<file path="src/rtl/ufs_pkg.sv">
package ufs_pkg;

    // Register byte addresses
    localparam logic [7:0] UFS_ADDR_STATUS = 8'h00;
    localparam logic [7:0] UFS_ADDR_CTRL   = 8'h04;
    localparam logic [7:0] UFS_ADDR_IRQST  = 8'h08;
    localparam logic [7:0] UFS_ADDR_IRQMSK = 8'h0c;

    // Field positions of serial_fifo_status
    localparam int UFS_B_TXWERR = 7;
    localparam int UFS_B_STPTIM = 6;
    localparam int UFS_B_TX_BUFFER_EMPTY   = 5;
    localparam int UFS_B_TX_BUFFER_FULL   = 4;
    localparam int UFS_B_RX_LINE_IDLE  = 3;
    localparam int UFS_B_SWFLOW = 2;
    localparam int UFS_B_RX_BUFFER_EMPTY   = 1;
    localparam int UFS_B_RX_BUFFER_FULL   = 0;

    // Reset value of serial_fifo_status
    localparam logic [7:0] UFS_STATUS_RST = 8'h2e;

    // Interrupt status bits
    localparam int UFS_I_WERR = 0;
    localparam int UFS_I_RX   = 1;
    localparam int UFS_I_W    = 2;

    // Control register field positions
    localparam int UFS_C_MODE_LO  = 0;
    localparam int UFS_C_STOP_LO  = 2;
    localparam int UFS_C_PARAM_LO = 8;

    // Stop select code for one-and-half style "first stop" case
    localparam logic [1:0] UFS_STOP_FIRST = 2'h3;

    // Cycle counts
    localparam int UFS_STOP_HALF_CYC = 1;

    typedef enum logic [1:0] {
        UFS_MODE_NORMAL,
        UFS_MODE_LIN_MASTER,
        UFS_MODE_LIN_SLAVE,
        UFS_MODE_ADDR_DET
    } ufs_mode_type;

    // Events from the serial engine
    typedef struct packed {
        logic tx_wr;        // Write to tx_holding_reg
        logic p1l_wr;       // Write to param1_low
        logic brk;          // Break detected
        logic p1l_moved;    // param1_low taken by shifter
        logic hdr_active;   // LIN master header in progress
        logic stop_mid;     // Middle of first stop bit
        logic stop_first_end;
        logic stop_last_end;
    } ufs_evt_type;

    typedef struct packed {
        logic tx_empty;
        logic tx_full;
        logic rx_empty;
        logic rx_full;
        logic rx_busy;
        logic flow_ok;
    } ufs_fifo_type;

endpackage

</file>
<file path="src/rtl/ufs_top.sv">
// Function
// Any mode: writing transmit holding register while transmit FIFO full sets write error.
// LIN master: writing param1_low during active header sets write error.
// LIN slave: tx write with param2 zero or over param2 since Break errors.
// Address detect: param1_low rewritten before shifter took it sets write error.
// Stop timing bit picks rx interrupt at stop end or mid first stop.
// tx_buffer_empty reads empty; writing 1 flushes transmit buffer and shifter.
// tx_buffer_full reflects transmit full; hardware only.
// rx_line_idle is 1 when receiver idle, 0 while receiving anything.
// sw_flow_tx_allowed shows flow control permission; hardware only.
// rx_buffer_empty reads empty; writing 1 flushes receive buffer.
// rx_buffer_full reflects receive full; hardware only.
// Reset: empties, idle, flow set; error, timing, fulls cleared.
// Software writes whole register with 0 at tx empty, not bit-set.
// Writing 0 to empty bits does nothing; hardware-only bits ignore writes.
//
// Our own choices: the register offsets and the AHB-Lite interface to the registers.
`timescale 1ns/1ps
module ufs_top
    import ufs_pkg::*;
#(
    parameter int P2_W = 8
) (
    // Clock and reset
    input  wire logic         i_clk,
    input  wire logic         i_sys_rst,
    // AHB-Lite slave
    input  wire logic         i_hsel,
    input  wire logic [7:0]   i_haddr,
    input  wire logic [1:0]   i_htrans,
    input  wire logic         i_hwrite,
    input  wire logic [2:0]   i_hsize,
    input  wire logic [31:0]  i_hwdata,
    input  wire logic         i_hready,
    output logic [31:0]       o_hrdata,
    output logic              o_hreadyout,
    output logic              o_hresp,
    // Serial engine state and events
    input  wire ufs_fifo_type i_fifo,
    input  wire ufs_evt_type  i_evt,
    // Controls to serial engine
    output logic              o_tx_flush,
    output logic              o_rx_flush,
    output logic              o_rx_int_flag,
    output ufs_mode_type      o_mode,
    output logic [1:0]        o_stop_sel,
    output logic [P2_W-1:0]   o_param2,
    // Interrupt
    output logic              o_irq
);

    ////////////////////////////////////////////////////////////////////////////
    // Bus address phase capture

    logic       wr_pend_r;
    logic       rd_pend_r;
    logic [7:0] addr_r;
    logic       wr_stb;
    logic       addr_ok;

    // Transfer size is not checked: every register is one whole word
    always_ff @(posedge i_clk) begin
        if (i_sys_rst) begin
            wr_pend_r <= 1'b0;
            rd_pend_r <= 1'b0;
        end else if (i_hready) begin
            wr_pend_r <= i_hsel && i_htrans[1] && i_hwrite;
            rd_pend_r <= i_hsel && i_htrans[1] && !i_hwrite;
        end
    end

    always_ff @(posedge i_clk) begin
        if (i_sys_rst) begin
            addr_r <= 8'h00;
        end else if (i_hready) begin
            addr_r <= i_haddr;
        end
    end

    assign o_hreadyout = 1'b1;
    assign o_hresp     = 1'b0;
    assign wr_stb      = wr_pend_r;
    assign addr_ok     = (addr_r == UFS_ADDR_STATUS) || (addr_r == UFS_ADDR_CTRL)
                      || (addr_r == UFS_ADDR_IRQST) || (addr_r == UFS_ADDR_IRQMSK);

    ////////////////////////////////////////////////////////////////////////////
    // Write strobes, one per register

    logic ctrl_wr;
    logic irqst_wr;
    logic irqmsk_wr;

    assign ctrl_wr   = wr_stb && (addr_r == UFS_ADDR_CTRL);
    assign irqst_wr  = wr_stb && (addr_r == UFS_ADDR_IRQST);
    assign irqmsk_wr = wr_stb && (addr_r == UFS_ADDR_IRQMSK);

    ////////////////////////////////////////////////////////////////////////////
    // Control register: mode, stop select, param2

    logic [1:0]      mode_r;
    logic [1:0]      stop_r;
    logic [P2_W-1:0] p2_r;

    always_ff @(posedge i_clk) begin
        if (i_sys_rst) begin
            mode_r <= 2'h0;
        end else if (ctrl_wr) begin
            mode_r <= i_hwdata[UFS_C_MODE_LO +: 2];
        end
    end

    always_ff @(posedge i_clk) begin
        if (i_sys_rst) begin
            stop_r <= 2'h0;
        end else if (ctrl_wr) begin
            stop_r <= i_hwdata[UFS_C_STOP_LO +: 2];
        end
    end

    // Changing param2 mid-frame applies to the next byte written
    always_ff @(posedge i_clk) begin
        if (i_sys_rst) begin
            p2_r <= '0;
        end else if (ctrl_wr) begin
            p2_r <= i_hwdata[UFS_C_PARAM_LO +: P2_W];
        end
    end

    assign o_mode     = ufs_mode_type'(mode_r);
    assign o_stop_sel = stop_r;
    assign o_param2   = p2_r;

    ////////////////////////////////////////////////////////////////////////////
    // Status register

    logic werr_r;
    logic stptim_r;
    logic werr_evt;
    logic st_wr;

    assign st_wr = wr_stb && addr_r == UFS_ADDR_STATUS;

    ufs_werr #(
        .CNT_W (P2_W)
    ) u_werr (
        .i_clk     (i_clk),
        .i_sys_rst (i_sys_rst),
        .i_mode    (o_mode),
        .i_param2  (p2_r),
        .i_evt     (i_evt),
        .i_tx_full (i_fifo.tx_full),
        .o_err_evt (werr_evt)
    );

    // Set beats a simultaneous software clear
    always_ff @(posedge i_clk) begin
        if (i_sys_rst) begin
            werr_r <= UFS_STATUS_RST[UFS_B_TXWERR];
        end else if (werr_evt) begin
            werr_r <= 1'b1;
        end else if (st_wr && !i_hwdata[UFS_B_TXWERR]) begin
            werr_r <= 1'b0;
        end
    end

    always_ff @(posedge i_clk) begin
        if (i_sys_rst) begin
            stptim_r <= UFS_STATUS_RST[UFS_B_STPTIM];
        end else if (st_wr) begin
            stptim_r <= i_hwdata[UFS_B_STPTIM];
        end
    end

    // Flush only on a written 1; writes of 0 do nothing
    always_ff @(posedge i_clk) begin
        if (i_sys_rst) begin
            o_tx_flush <= 1'b0;
        end else begin
            o_tx_flush <= st_wr && i_hwdata[UFS_B_TX_BUFFER_EMPTY];
        end
    end

    always_ff @(posedge i_clk) begin
        if (i_sys_rst) begin
            o_rx_flush <= 1'b0;
        end else begin
            o_rx_flush <= st_wr && i_hwdata[UFS_B_RX_BUFFER_EMPTY];
        end
    end

    // Hardware-owned bits, one cycle behind the engine
    logic tx_buffer_empty_r;
    logic tx_buffer_full_r;
    logic rx_line_idle_r;
    logic swflow_r;
    logic rx_buffer_empty_r;
    logic rx_buffer_full_r;

    // A flush shows empty at once, so software never reads stale fill
    always_ff @(posedge i_clk) begin
        if (i_sys_rst) begin
            tx_buffer_empty_r <= UFS_STATUS_RST[UFS_B_TX_BUFFER_EMPTY];
        end else begin
            tx_buffer_empty_r <= i_fifo.tx_empty || o_tx_flush;
        end
    end

    always_ff @(posedge i_clk) begin
        if (i_sys_rst) begin
            tx_buffer_full_r <= UFS_STATUS_RST[UFS_B_TX_BUFFER_FULL];
        end else begin
            tx_buffer_full_r <= i_fifo.tx_full && !o_tx_flush;
        end
    end

    always_ff @(posedge i_clk) begin
        if (i_sys_rst) begin
            rx_line_idle_r <= UFS_STATUS_RST[UFS_B_RX_LINE_IDLE];
        end else begin
            rx_line_idle_r <= !i_fifo.rx_busy;
        end
    end

    always_ff @(posedge i_clk) begin
        if (i_sys_rst) begin
            swflow_r <= UFS_STATUS_RST[UFS_B_SWFLOW];
        end else begin
            swflow_r <= i_fifo.flow_ok;
        end
    end

    always_ff @(posedge i_clk) begin
        if (i_sys_rst) begin
            rx_buffer_empty_r <= UFS_STATUS_RST[UFS_B_RX_BUFFER_EMPTY];
        end else begin
            rx_buffer_empty_r <= i_fifo.rx_empty || o_rx_flush;
        end
    end

    always_ff @(posedge i_clk) begin
        if (i_sys_rst) begin
            rx_buffer_full_r <= UFS_STATUS_RST[UFS_B_RX_BUFFER_FULL];
        end else begin
            rx_buffer_full_r <= i_fifo.rx_full && !o_rx_flush;
        end
    end

    logic [7:0] status;

    // Software write to hardware-only bits never lands here
    always_comb begin
        status               = 8'h00;
        status[UFS_B_TXWERR] = werr_r;
        status[UFS_B_STPTIM] = stptim_r;
        status[UFS_B_TX_BUFFER_EMPTY]   = tx_buffer_empty_r;
        status[UFS_B_TX_BUFFER_FULL]   = tx_buffer_full_r;
        status[UFS_B_RX_LINE_IDLE]  = rx_line_idle_r;
        status[UFS_B_SWFLOW] = swflow_r;
        status[UFS_B_RX_BUFFER_EMPTY]   = rx_buffer_empty_r;
        status[UFS_B_RX_BUFFER_FULL]   = rx_buffer_full_r;
    end

    ////////////////////////////////////////////////////////////////////////////
    // Receive interrupt timing

    // With the timing bit set, stop select codes other than the first-stop code use the last stop end
    logic rx_evt;

    always_comb begin
        if (!stptim_r) begin
            rx_evt = i_evt.stop_mid;
        end else if (stop_r == UFS_STOP_FIRST) begin
            rx_evt = i_evt.stop_first_end;
        end else begin
            rx_evt = i_evt.stop_last_end;
        end
    end

    // Registered so the engine sees a clean one-cycle pulse
    always_ff @(posedge i_clk) begin
        if (i_sys_rst) begin
            o_rx_int_flag <= 1'b0;
        end else begin
            o_rx_int_flag <= rx_evt;
        end
    end

    ////////////////////////////////////////////////////////////////////////////
    // Interrupt status and mask

    logic [2:0] irq_st_r;
    logic [2:0] irq_msk_r;
    logic [2:0] irq_set;

    always_comb begin
        irq_set             = 3'h0;
        irq_set[UFS_I_WERR] = werr_evt;
        irq_set[UFS_I_RX]   = rx_evt;
        irq_set[UFS_I_W]    = i_evt.tx_wr;
    end

    // Write-one-to-clear; new event wins
    always_ff @(posedge i_clk) begin
        if (i_sys_rst) begin
            irq_st_r <= 3'h0;
        end else if (irqst_wr) begin
            irq_st_r <= (irq_st_r & ~i_hwdata[2:0]) | irq_set;
        end else begin
            irq_st_r <= irq_st_r | irq_set;
        end
    end

    always_ff @(posedge i_clk) begin
        if (i_sys_rst) begin
            irq_msk_r <= 3'h0;
        end else if (irqmsk_wr) begin
            irq_msk_r <= i_hwdata[2:0];
        end
    end

    // Mask gates only the output; masked events still latch in status
    assign o_irq = |(irq_st_r & irq_msk_r);

    ////////////////////////////////////////////////////////////////////////////
    // Read data

    logic [31:0] rdata;

    always_comb begin
        rdata = 32'h0000_0000;
        case (addr_r)
            UFS_ADDR_STATUS: rdata[7:0] = status;
            UFS_ADDR_CTRL: begin
                rdata[UFS_C_MODE_LO +: 2]     = mode_r;
                rdata[UFS_C_STOP_LO +: 2]     = stop_r;
                rdata[UFS_C_PARAM_LO +: P2_W] = p2_r;
            end
            UFS_ADDR_IRQST:  rdata[2:0] = irq_st_r;
            UFS_ADDR_IRQMSK: rdata[2:0] = irq_msk_r;
            default:         rdata = 32'h0000_0000;
        endcase
    end

    // Zero-wait slave: data phase answered combinationally from registers
    // Unmapped reads return zero with an OKAY answer
    assign o_hrdata = (rd_pend_r && addr_ok) ? rdata : 32'h0000_0000;

endmodule

</file>
<file path="src/rtl/ufs_werr.sv">
`timescale 1ns/1ps
module ufs_werr
    import ufs_pkg::*;
#(
    parameter int CNT_W = 8
) (
    // Clock and reset
    input  wire logic             i_clk,
    input  wire logic             i_sys_rst,
    // Mode and events
    input  wire ufs_mode_type     i_mode,
    input  wire logic [CNT_W-1:0] i_param2,
    input  wire ufs_evt_type      i_evt,
    input  wire logic             i_tx_full,
    // Result
    output logic                  o_err_evt
);

    logic [CNT_W:0] slave_cnt_r;
    logic           p1l_pend_r;
    logic           err_any;

    // Bytes written since last Break, saturating
    always_ff @(posedge i_clk) begin
        if (i_sys_rst || i_evt.brk) begin
            slave_cnt_r <= '0;
        end else if (i_evt.tx_wr && !(&slave_cnt_r)) begin
            slave_cnt_r <= slave_cnt_r + 1'b1;
        end
    end

    // Previous param1_low still waiting for the shifter
    always_ff @(posedge i_clk) begin
        if (i_sys_rst) begin
            p1l_pend_r <= 1'b0;
        end else if (i_evt.p1l_wr) begin
            p1l_pend_r <= 1'b1;
        end else if (i_evt.p1l_moved) begin
            p1l_pend_r <= 1'b0;
        end
    end

    always_comb begin
        err_any = i_evt.tx_wr && i_tx_full;
        case (i_mode)
            UFS_MODE_LIN_MASTER: begin
                err_any = err_any || (i_evt.p1l_wr && i_evt.hdr_active);
            end
            UFS_MODE_LIN_SLAVE: begin
                err_any = err_any || (i_evt.tx_wr && ((i_param2 == '0)
                          || (slave_cnt_r >= {1'b0, i_param2})));
            end
            UFS_MODE_ADDR_DET: begin
                err_any = err_any || (i_evt.p1l_wr && p1l_pend_r);
            end
            default: begin
                err_any = err_any;
            end
        endcase
    end

    assign o_err_evt = err_any;

endmodule

</file>
<file path="config.mk">
export PLATFORM = sky130hd
export DESIGN_NAME = ufs_top
export DESIGN_NICKNAME = d
export VERILOG_FILES = /design/src/rtl/ufs_pkg.sv /design/src/rtl/ufs_top.sv /design/src/rtl/ufs_werr.sv
export SDC_FILE = /design/constraint.sdc
export NUM_CORES = 1
export LEC_CHECK = 0
export BUFFER_PORTS_ARGS = -buffer_cell sky130_fd_sc_hd__buf_2
export CORE_MARGIN = 2
export CORE_UTILIZATION = 48
export CTS_BUF_LIST = sky130_fd_sc_hd__clkbuf_8
export CTS_CLUSTER_SIZE = 40
export DETAILED_ROUTE_END_ITERATION = 10
export PLACE_DENSITY = 0.91
export SETUP_SLACK_MARGIN = 0.3
export SLEW_MARGIN = 20
export SYNTH_ARGS = -nofsm -noshare
export SYNTH_HDL_FRONTEND = slang
export SYNTH_SLANG_ARGS = --single-unit
</file>
<file path="constraint.sdc">
create_clock -name i_clk -period 2.51 [get_ports i_clk]
set_clock_uncertainty 0.2 [all_clocks]
set_input_delay 0.3765 -clock i_clk [delete_from_list [all_inputs] [get_ports i_clk]]
set_output_delay 0.3765 -clock i_clk [all_outputs]
set_load 0.005 [all_outputs]
</file>
==> results.py, run 1 <==
metrics = {
    "timing": {
        "worst_pin_slew_ps": 748,
        "hold-worst-slack_ps": 19.2,
        "rsz0062_at_grt": "true",
        "slew_viol_final": 0,
        "period_share_pct": 103,
        "period_minus_slack_ps": 2590,
        "fmax_mhz": 386,
        "finalHoldViolCount": 0,
        "slew_headroom_pct": 50.2,
        "tns_ps": -809,
        "setup_slack_ps": -83.9,
        "setup_viol": 13,
    },
    "floorplanning": {
        "die_y_um": 75.4,
        "coreArea_sq_um": 4820,
        "die_x_um": 75.4,
        "pin_count": 114,
        "rows": 25,
        "die-area_sq_um": 5680,
        "start_util_pct": 50.8,
    },
    "setup_path": {
        "crit_arrival_ps": 2020,
        "max_stage_delay_ps": 550,
        "path_buf_inv": 1,
        "cp_slowest_cell": "or4_4",
        "crit_chain": "or4_4, nor4_4, and3_4, and2_1, buf_2",
        "cp-start-kind": "flip-flop",
        "crit_family": "simple AND/OR/NAND/NOR gates",
        "path_class": "reg2out",
        "path_max_fanout": 8,
        "critPathRequiredTime_ps": 1930,
        "cp-end-kind": "primary output",
        "r2r_slack_ps": -20,
    },
    "yosys": {
        "ys_seq_elements": 49,
        "synth_top_area_share_pct": 40.1,
        "syn_area_per_cell_sq_um": 9.19,
        "synthFlopType": "dfxtp_1",
        "ys_top_cells_by_count": "dfxtp_1, nor2_1, mux2i_1",
        "yosysSeqAreaShare_pct": 40.1,
        "ys_types": 39,
        "ys_async_sr_fraction_pct": 0,
        "synthTopCellsByArea": "dfxtp_1, mux2i_1, nor2_1",
        "synth_area_sq_um": 2440,
        "yosysMostFrequentCell": "dfxtp_1",
        "yosysTopAreaCell": "dfxtp_1",
        "synth_warnings": 0,
        "synth_edf_count": 0,
        "post_synth_inst_count": 266,
    },
    "detailed_routing": {
        "antenna_left": 0,
        "drc": 0,
        "vias_per_cell": 5.10,
        "drtIter0Drc": 99,
        "drt_first_pass_iters": 4,
        "vias": 2138,
        "wirelength_um": 6030,
        "wl_per_cell_um": 14.4,
    },
    "flow_run": {
        "drv_cap": 0,
    },
    "cells_and_area": {
        "syn_to_final_growth_pct": 28.0,
        "finalCoreUtilization_pct": 65.0,
        "fin_nets": 425,
        "nFillCells": 396,
        "fin_area_sq_um": 3130,
        "layoutNonFillerInstCount": 419,
        "n_antenna_cell": 0,
        "layout-drive-gt1-share_pct": 34.9,
    },
    "placement": {
        "port_buffers": 74,
        "place_congestion": 0.923,
        "dpl-instance-area_sq_um": 2790,
        "hpwl_um": 4030,
        "dp.cells": 396,
    },
    "clock_network": {
        "clk_latency_ps": 310,
        "clock_path_buffers": 2,
        "cts_sinks": 49,
        "cts-hold-fix-buffers": 0,
        "cts-root-buf": "clkbuf_8",
        "cts-buffers-inserted": 5,
        "cts_tree": "yes",
        "h-tree-depth": 2,
        "path_clk_slew_ps": 90,
    },
    "power_and_ir_drop": {
        "irDropWorstVdd_mv": 0.412,
        "power.leakage_nw": 1.47,
        "powerDensity_nw_per_um2": 504,
    },
    "global_routing": {
        "grt_pass1_wl_um": 8830,
        "grt_usage_pct": 20.8,
        "grt_pass1_vias": 1936,
        "grt_max_degree": 40,
        "antenna_found_initial": 0,
        "grt-ovfl-total": 0,
    },
    "outcome": {
        "outcome": "complete, but fails checks",
        "violations": "negative setup slack",
    },
    "worst_hold_path": {
        "hold_class": "in2reg",
    },
}
[area by class of cell]
class	instances	area, sq um	area share (%)
Inverter	12	45.0	1.44
Clock buffer	5	68.8	2.20
Sequential cell	49	982	31.4
Multi-Input combinational cell	192	1350	43.0
Timing Repair Buffer	91	562	18.0
Clock inverter	3	42.5	1.36
Tap cell	67	83.8	2.68
[report_power, final]
| group | total [mW] | switching [mW] | internal (mW) |
|---|---|---|---|
| Sequential | 0.821 | 0.0224 | 0.799 |
| Clock | 0.560 | 0.264 | 0.295 |
| Combinational | 0.198 | 0.0867 | 0.111 |
| Total | 1.58 | 0.373 | 1.21 |
[cells by family after synthesis]
group           count (synthesis)  share of synthesized area [%]
flops                          49                           40.1
mux                            29                           13.4
compound gates                 25                           6.50
fa+ha+maj                      10                           5.12
buf+inv                        41                           9.88
simple gates                  105                           22.9
other cells                     2                          0.307
xor+xnor                        5                           1.79
[cells in the final DEF, fill, tap and decap left out, types with 9 or more instances in the layout]
cell type and count:
buf_6 11, a21oi_1 9, nand2_1 9, conb_1 18, buf_2 70, ha_1 10
dfxtp_1 48, nand4_1 9, buf_4 9, and2_1 9, mux2i_1 26, nor2_1 37
inv_1 13
[flip-flops by register name (all words and copies together), names as in the netlist]
| register | count |
|---|---|
| u_werr.slave_cnt_r | 9 |
| addr_r | 8 |
| o_param2 | 8 |
| irq_msk_r | 3 |
| irq_st_r | 3 |
| o_mode | 2 |
| o_stop_sel | 2 |
| o_rx_flush | 1 |
| o_rx_int_flag | 1 |
| o_tx_flush | 1 |
| rd_pend_r | 1 |
| rx_buffer_empty_r | 1 |
| rx_buffer_full_r | 1 |
| rx_line_idle_r | 1 |
| stptim_r | 1 |
| swflow_r | 1 |
| tx_buffer_empty_r | 1 |
| tx_buffer_full_r | 1 |
| u_werr.p1l_pend_r | 1 |
| werr_r | 1 |
| wr_pend_r | 1 |
[final timing paths]
check,from,to,cells past startpoint
setup / recovery,addr_r[1],o_hrdata[8],5
hold / removal,i_fifo[1],rx_line_idle_r,2
setup reg to reg,addr_r[1],werr_r,13
hold reg to reg,o_tx_flush,tx_buffer_full_r,1
[stage by stage]
stage | setup slack, ps | total power [mW]
final | -83.9 | 1.58
after global routing | -151 | 1.64
after CTS | -51.0 | 1.55
after detailed placement | 153 | 0.963
after global placement | 218 | 0.959
after floorplan | 455 | 0.929
[routing by layer]
| metal | up-vias | track usage, % | part of all wire, % |
|---|---|---|---|
| met5 | - | 0 | 0 |
| met4 | 0 | 5.65 | 1.5 |
| met3 | 10 | 5.42 | 6.4 |
| met2 | 91 | 36.7 | 48 |
| met1 | 984 | 25.2 | 44 |
| li1 | 1053 | - | - |
[timing repair]
item | 4_1_cts | 5_1_grt
pin swaps | 4 | 11
setup buffers | 12 | 3
endpoints found under the hold margin | 0 | 0
gates resized for setup | 5 | 28
setup endpoints to repair | 16 | 33
Note: power is estimated with default switching activity, not from simulation.
==> run 2: changes to the inputs <==
--- a/config.mk
+++ b/config.mk
@@ -6,12 +6,12 @@
 export NUM_CORES = 1
 export LEC_CHECK = 0
 export BUFFER_PORTS_ARGS = -buffer_cell sky130_fd_sc_hd__buf_2
-export CORE_MARGIN = 2
-export CORE_UTILIZATION = 48
+export CORE_MARGIN = 3
+export CORE_UTILIZATION = 43
 export CTS_BUF_LIST = sky130_fd_sc_hd__clkbuf_8
 export CTS_CLUSTER_SIZE = 40
 export DETAILED_ROUTE_END_ITERATION = 10
-export PLACE_DENSITY = 0.91
+export PLACE_DENSITY = 0.87
 export SETUP_SLACK_MARGIN = 0.3
 export SLEW_MARGIN = 20
 export SYNTH_ARGS = -nofsm -noshare
==> constraint.sdc (replaced) <==
create_clock -name i_clk -period 2.35 [get_ports i_clk]
set_clock_uncertainty 0.2 [all_clocks]
set_input_delay 0.3525 -clock i_clk [delete_from_list [all_inputs] [get_ports i_clk]]
set_output_delay 0.3525 -clock i_clk [all_outputs]
set_load 0.005 [all_outputs]
==> run 2 against run 1 <==
Effect of this change: the run still ends with negative setup slack left; register-to-register slack better by 30 ps; clock power increased by 24%; count of clock-buffer cells in the layout unchanged; combinational power decreased by 19%; largest cell class unchanged.
==> results.py, run 2 (synthesis gave the netlist of run 1 again) <==
metrics = {
    "outcome": {
        "outcome": "complete, but fails checks",
        "violations": "negative setup slack",
    },
    "setup_path": {
        "path_depth": 6,
        "crit_chain": "or4_4, nor4_4, nand2_1, nor2_4, and2_1, buf_2",
        "critPathRequiredTime_ps": 1800,
        "r2r_slack_ps": 10,
        "timing.rr.end": "irq_msk_r[0]",
        "cp-startpoint": "addr_r[1]",
        "path_buf_inv": 1,
        "cp_slowest_cell": "or4_4",
        "max_stage_delay_ps": 550,
        "path_class": "reg2out",
        "r2r_cells": 8,
        "path_max_fanout": 4,
        "cp-start-kind": "flip-flop",
        "r2r_start": "addr_r[1]",
        "crit_family": "simple AND/OR/NAND/NOR gates",
        "crit_arrival_ps": 2010,
        "setup.worst_path.end": "o_hrdata[5]",
        "cp-end-kind": "primary output",
    },
    "floorplanning": {
        "die-area_sq_um": 6630,
        "die_y_um": 81.4,
        "rows": 26,
        "coreArea_sq_um": 5300,
        "start_util_pct": 46.1,
        "pin_count": 114,
        "die_x_um": 81.4,
    },
    "detailed_routing": {
        "wirelength_um": 5960,
        "antenna_left": 0,
        "vias_per_cell": 5.17,
        "drc": 0,
        "vias": 2135,
        "drt_first_pass_iters": 4,
        "wl_per_cell_um": 14.4,
        "drtIter0Drc": 149,
    },
    "global_routing": {
        "grt_pass1_vias": 1999,
        "grt_pass1_wl_um": 9280,
        "grt_max_degree": 40,
        "grt_usage_pct": 18.3,
        "grt-ovfl-total": 0,
        "antenna_found_initial": 0,
    },
    "clock_network": {
        "cts_sinks": 49,
        "h-tree-depth": 2,
        "clock_path_buffers": 2,
        "cts-buffers-inserted": 5,
        "clk_latency_ps": 300,
        "cts-root-buf": "clkbuf_8",
        "path_clk_slew_ps": 90,
        "cts_tree": "yes",
    },
    "power_and_ir_drop": {
        "irDropWorstVdd_mv": 0.284,
        "power.total_mw": 1.73,
        "power.leakage_nw": 1.41,
        "powerDensity_nw_per_um2": 564,
    },
    "cells_and_area": {
        "layout-drive-gt1-share_pct": 35.0,
        "largest_reg_flops": 9,
        "nFillCells": 472,
        "fin_nets": 416,
        "layout_common_cells": "buf_2, dfxtp_1, nor2_1, mux2i_1, conb_1",
        "fin_area_sq_um": 3070,
        "top_register": "u_werr.slave_cnt_r",
        "n_antenna_cell": 0,
        "syn_to_final_growth_pct": 25.7,
        "layout_commonest_cell": "buf_2",
    },
    "timing": {
        "worst_pin_slew_ps": 695,
        "period_minus_slack_ps": 2560,
        "period_share_pct": 109,
        "setup_slack_ps": -209,
        "rsz0062_at_grt": "true",
        "fmax_mhz": 391,
        "setup_viol": 16,
        "slew_headroom_pct": 53.6,
        "slew_viol_final": 0,
        "tns_ps": -2370,
        "hold-worst-slack_ps": 31.2,
        "finalHoldViolCount": 0,
    },
    "flow_run": {
        "drv_cap": 0,
    },
    "worst_hold_path": {
        "hold_class": "in2reg",
    },
    "placement": {
        "hpwl_um": 4390,
        "dpl_worst_slack_ps": 34.2,
        "port_buffers": 74,
        "dpl-instance-area_sq_um": 2800,
        "place_congestion": 0.922,
    },
}
==> run 2: cell types whose count changed in the layout (fill, tap and decap cells not counted), moves of 4 or more <==
cell,previous run,this run
dfxtp_2,1,9
buf_4,9,5
dfxtp_1,48,40
buf_6,11,6
==> run 2: report_power, final <==
group	internal, mW	switching [mW]	leakage, nW
Combinational	0.0837	0.0770	0.941
Sequential	0.854	0.0235	0.404
Clock	0.422	0.273	0.0681
Total	1.36	0.374	1.41
==> run 2: cell type report <==
class                           instances  area [sq um]  area share, %
Clock buffer                            5          68.8           2.24
Multi-Input combinational cell        192          1330           43.4
Clock inverter                          3          65.1           2.12
Tap cell                               70          87.6           2.85
Sequential cell                        49           992           32.3
Inverter                               12          45.0           1.47
Timing Repair Buffer                   82           480           15.6
==> run 2: worst min-delay path by stage <==
| stage | endpoint | depth (start not counted) | from |
|---|---|---|---|
| CTS | swflow_r | 2 | i_fifo[0] |
| finish | swflow_r | 2 | i_fifo[0] |
| global placement | tx_buffer_full_r | 1 | o_tx_flush |
| global route | swflow_r | 2 | i_fifo[0] |
| floorplan | rx_line_idle_r | 1 | i_fifo[1] |
| detailed placement | tx_buffer_full_r | 1 | o_tx_flush |
==> run 2: repair_timing <==
item                                   CTS  global route
gates resized for setup                  7            27
buffers inserted                         3             1
pin swaps                                7            10
hold buffers                             1             0
endpoints found under the hold margin    1             0
setup endpoints to repair               35            39
==> run 2: per-stage QoR <==
stage                     util, %  cells
final                        58.0    413
after global routing         58.0    413
after global placement       52.8    400
after CTS                    56.3    412
after detailed placement     52.8    400
after floorplan                 -    282
==> run 2: layer usage <==
layer | global-route usage, % | vias up | wire length [um]
met3 | 3.77 | 6 | 505
met5 | 0 | - | 0
met2 | 34.4 | 95 | 2970
met1 | 20.7 | 1002 | 2420
met4 | 5.07 | 0 | 68
li1 | - | 1032 | -
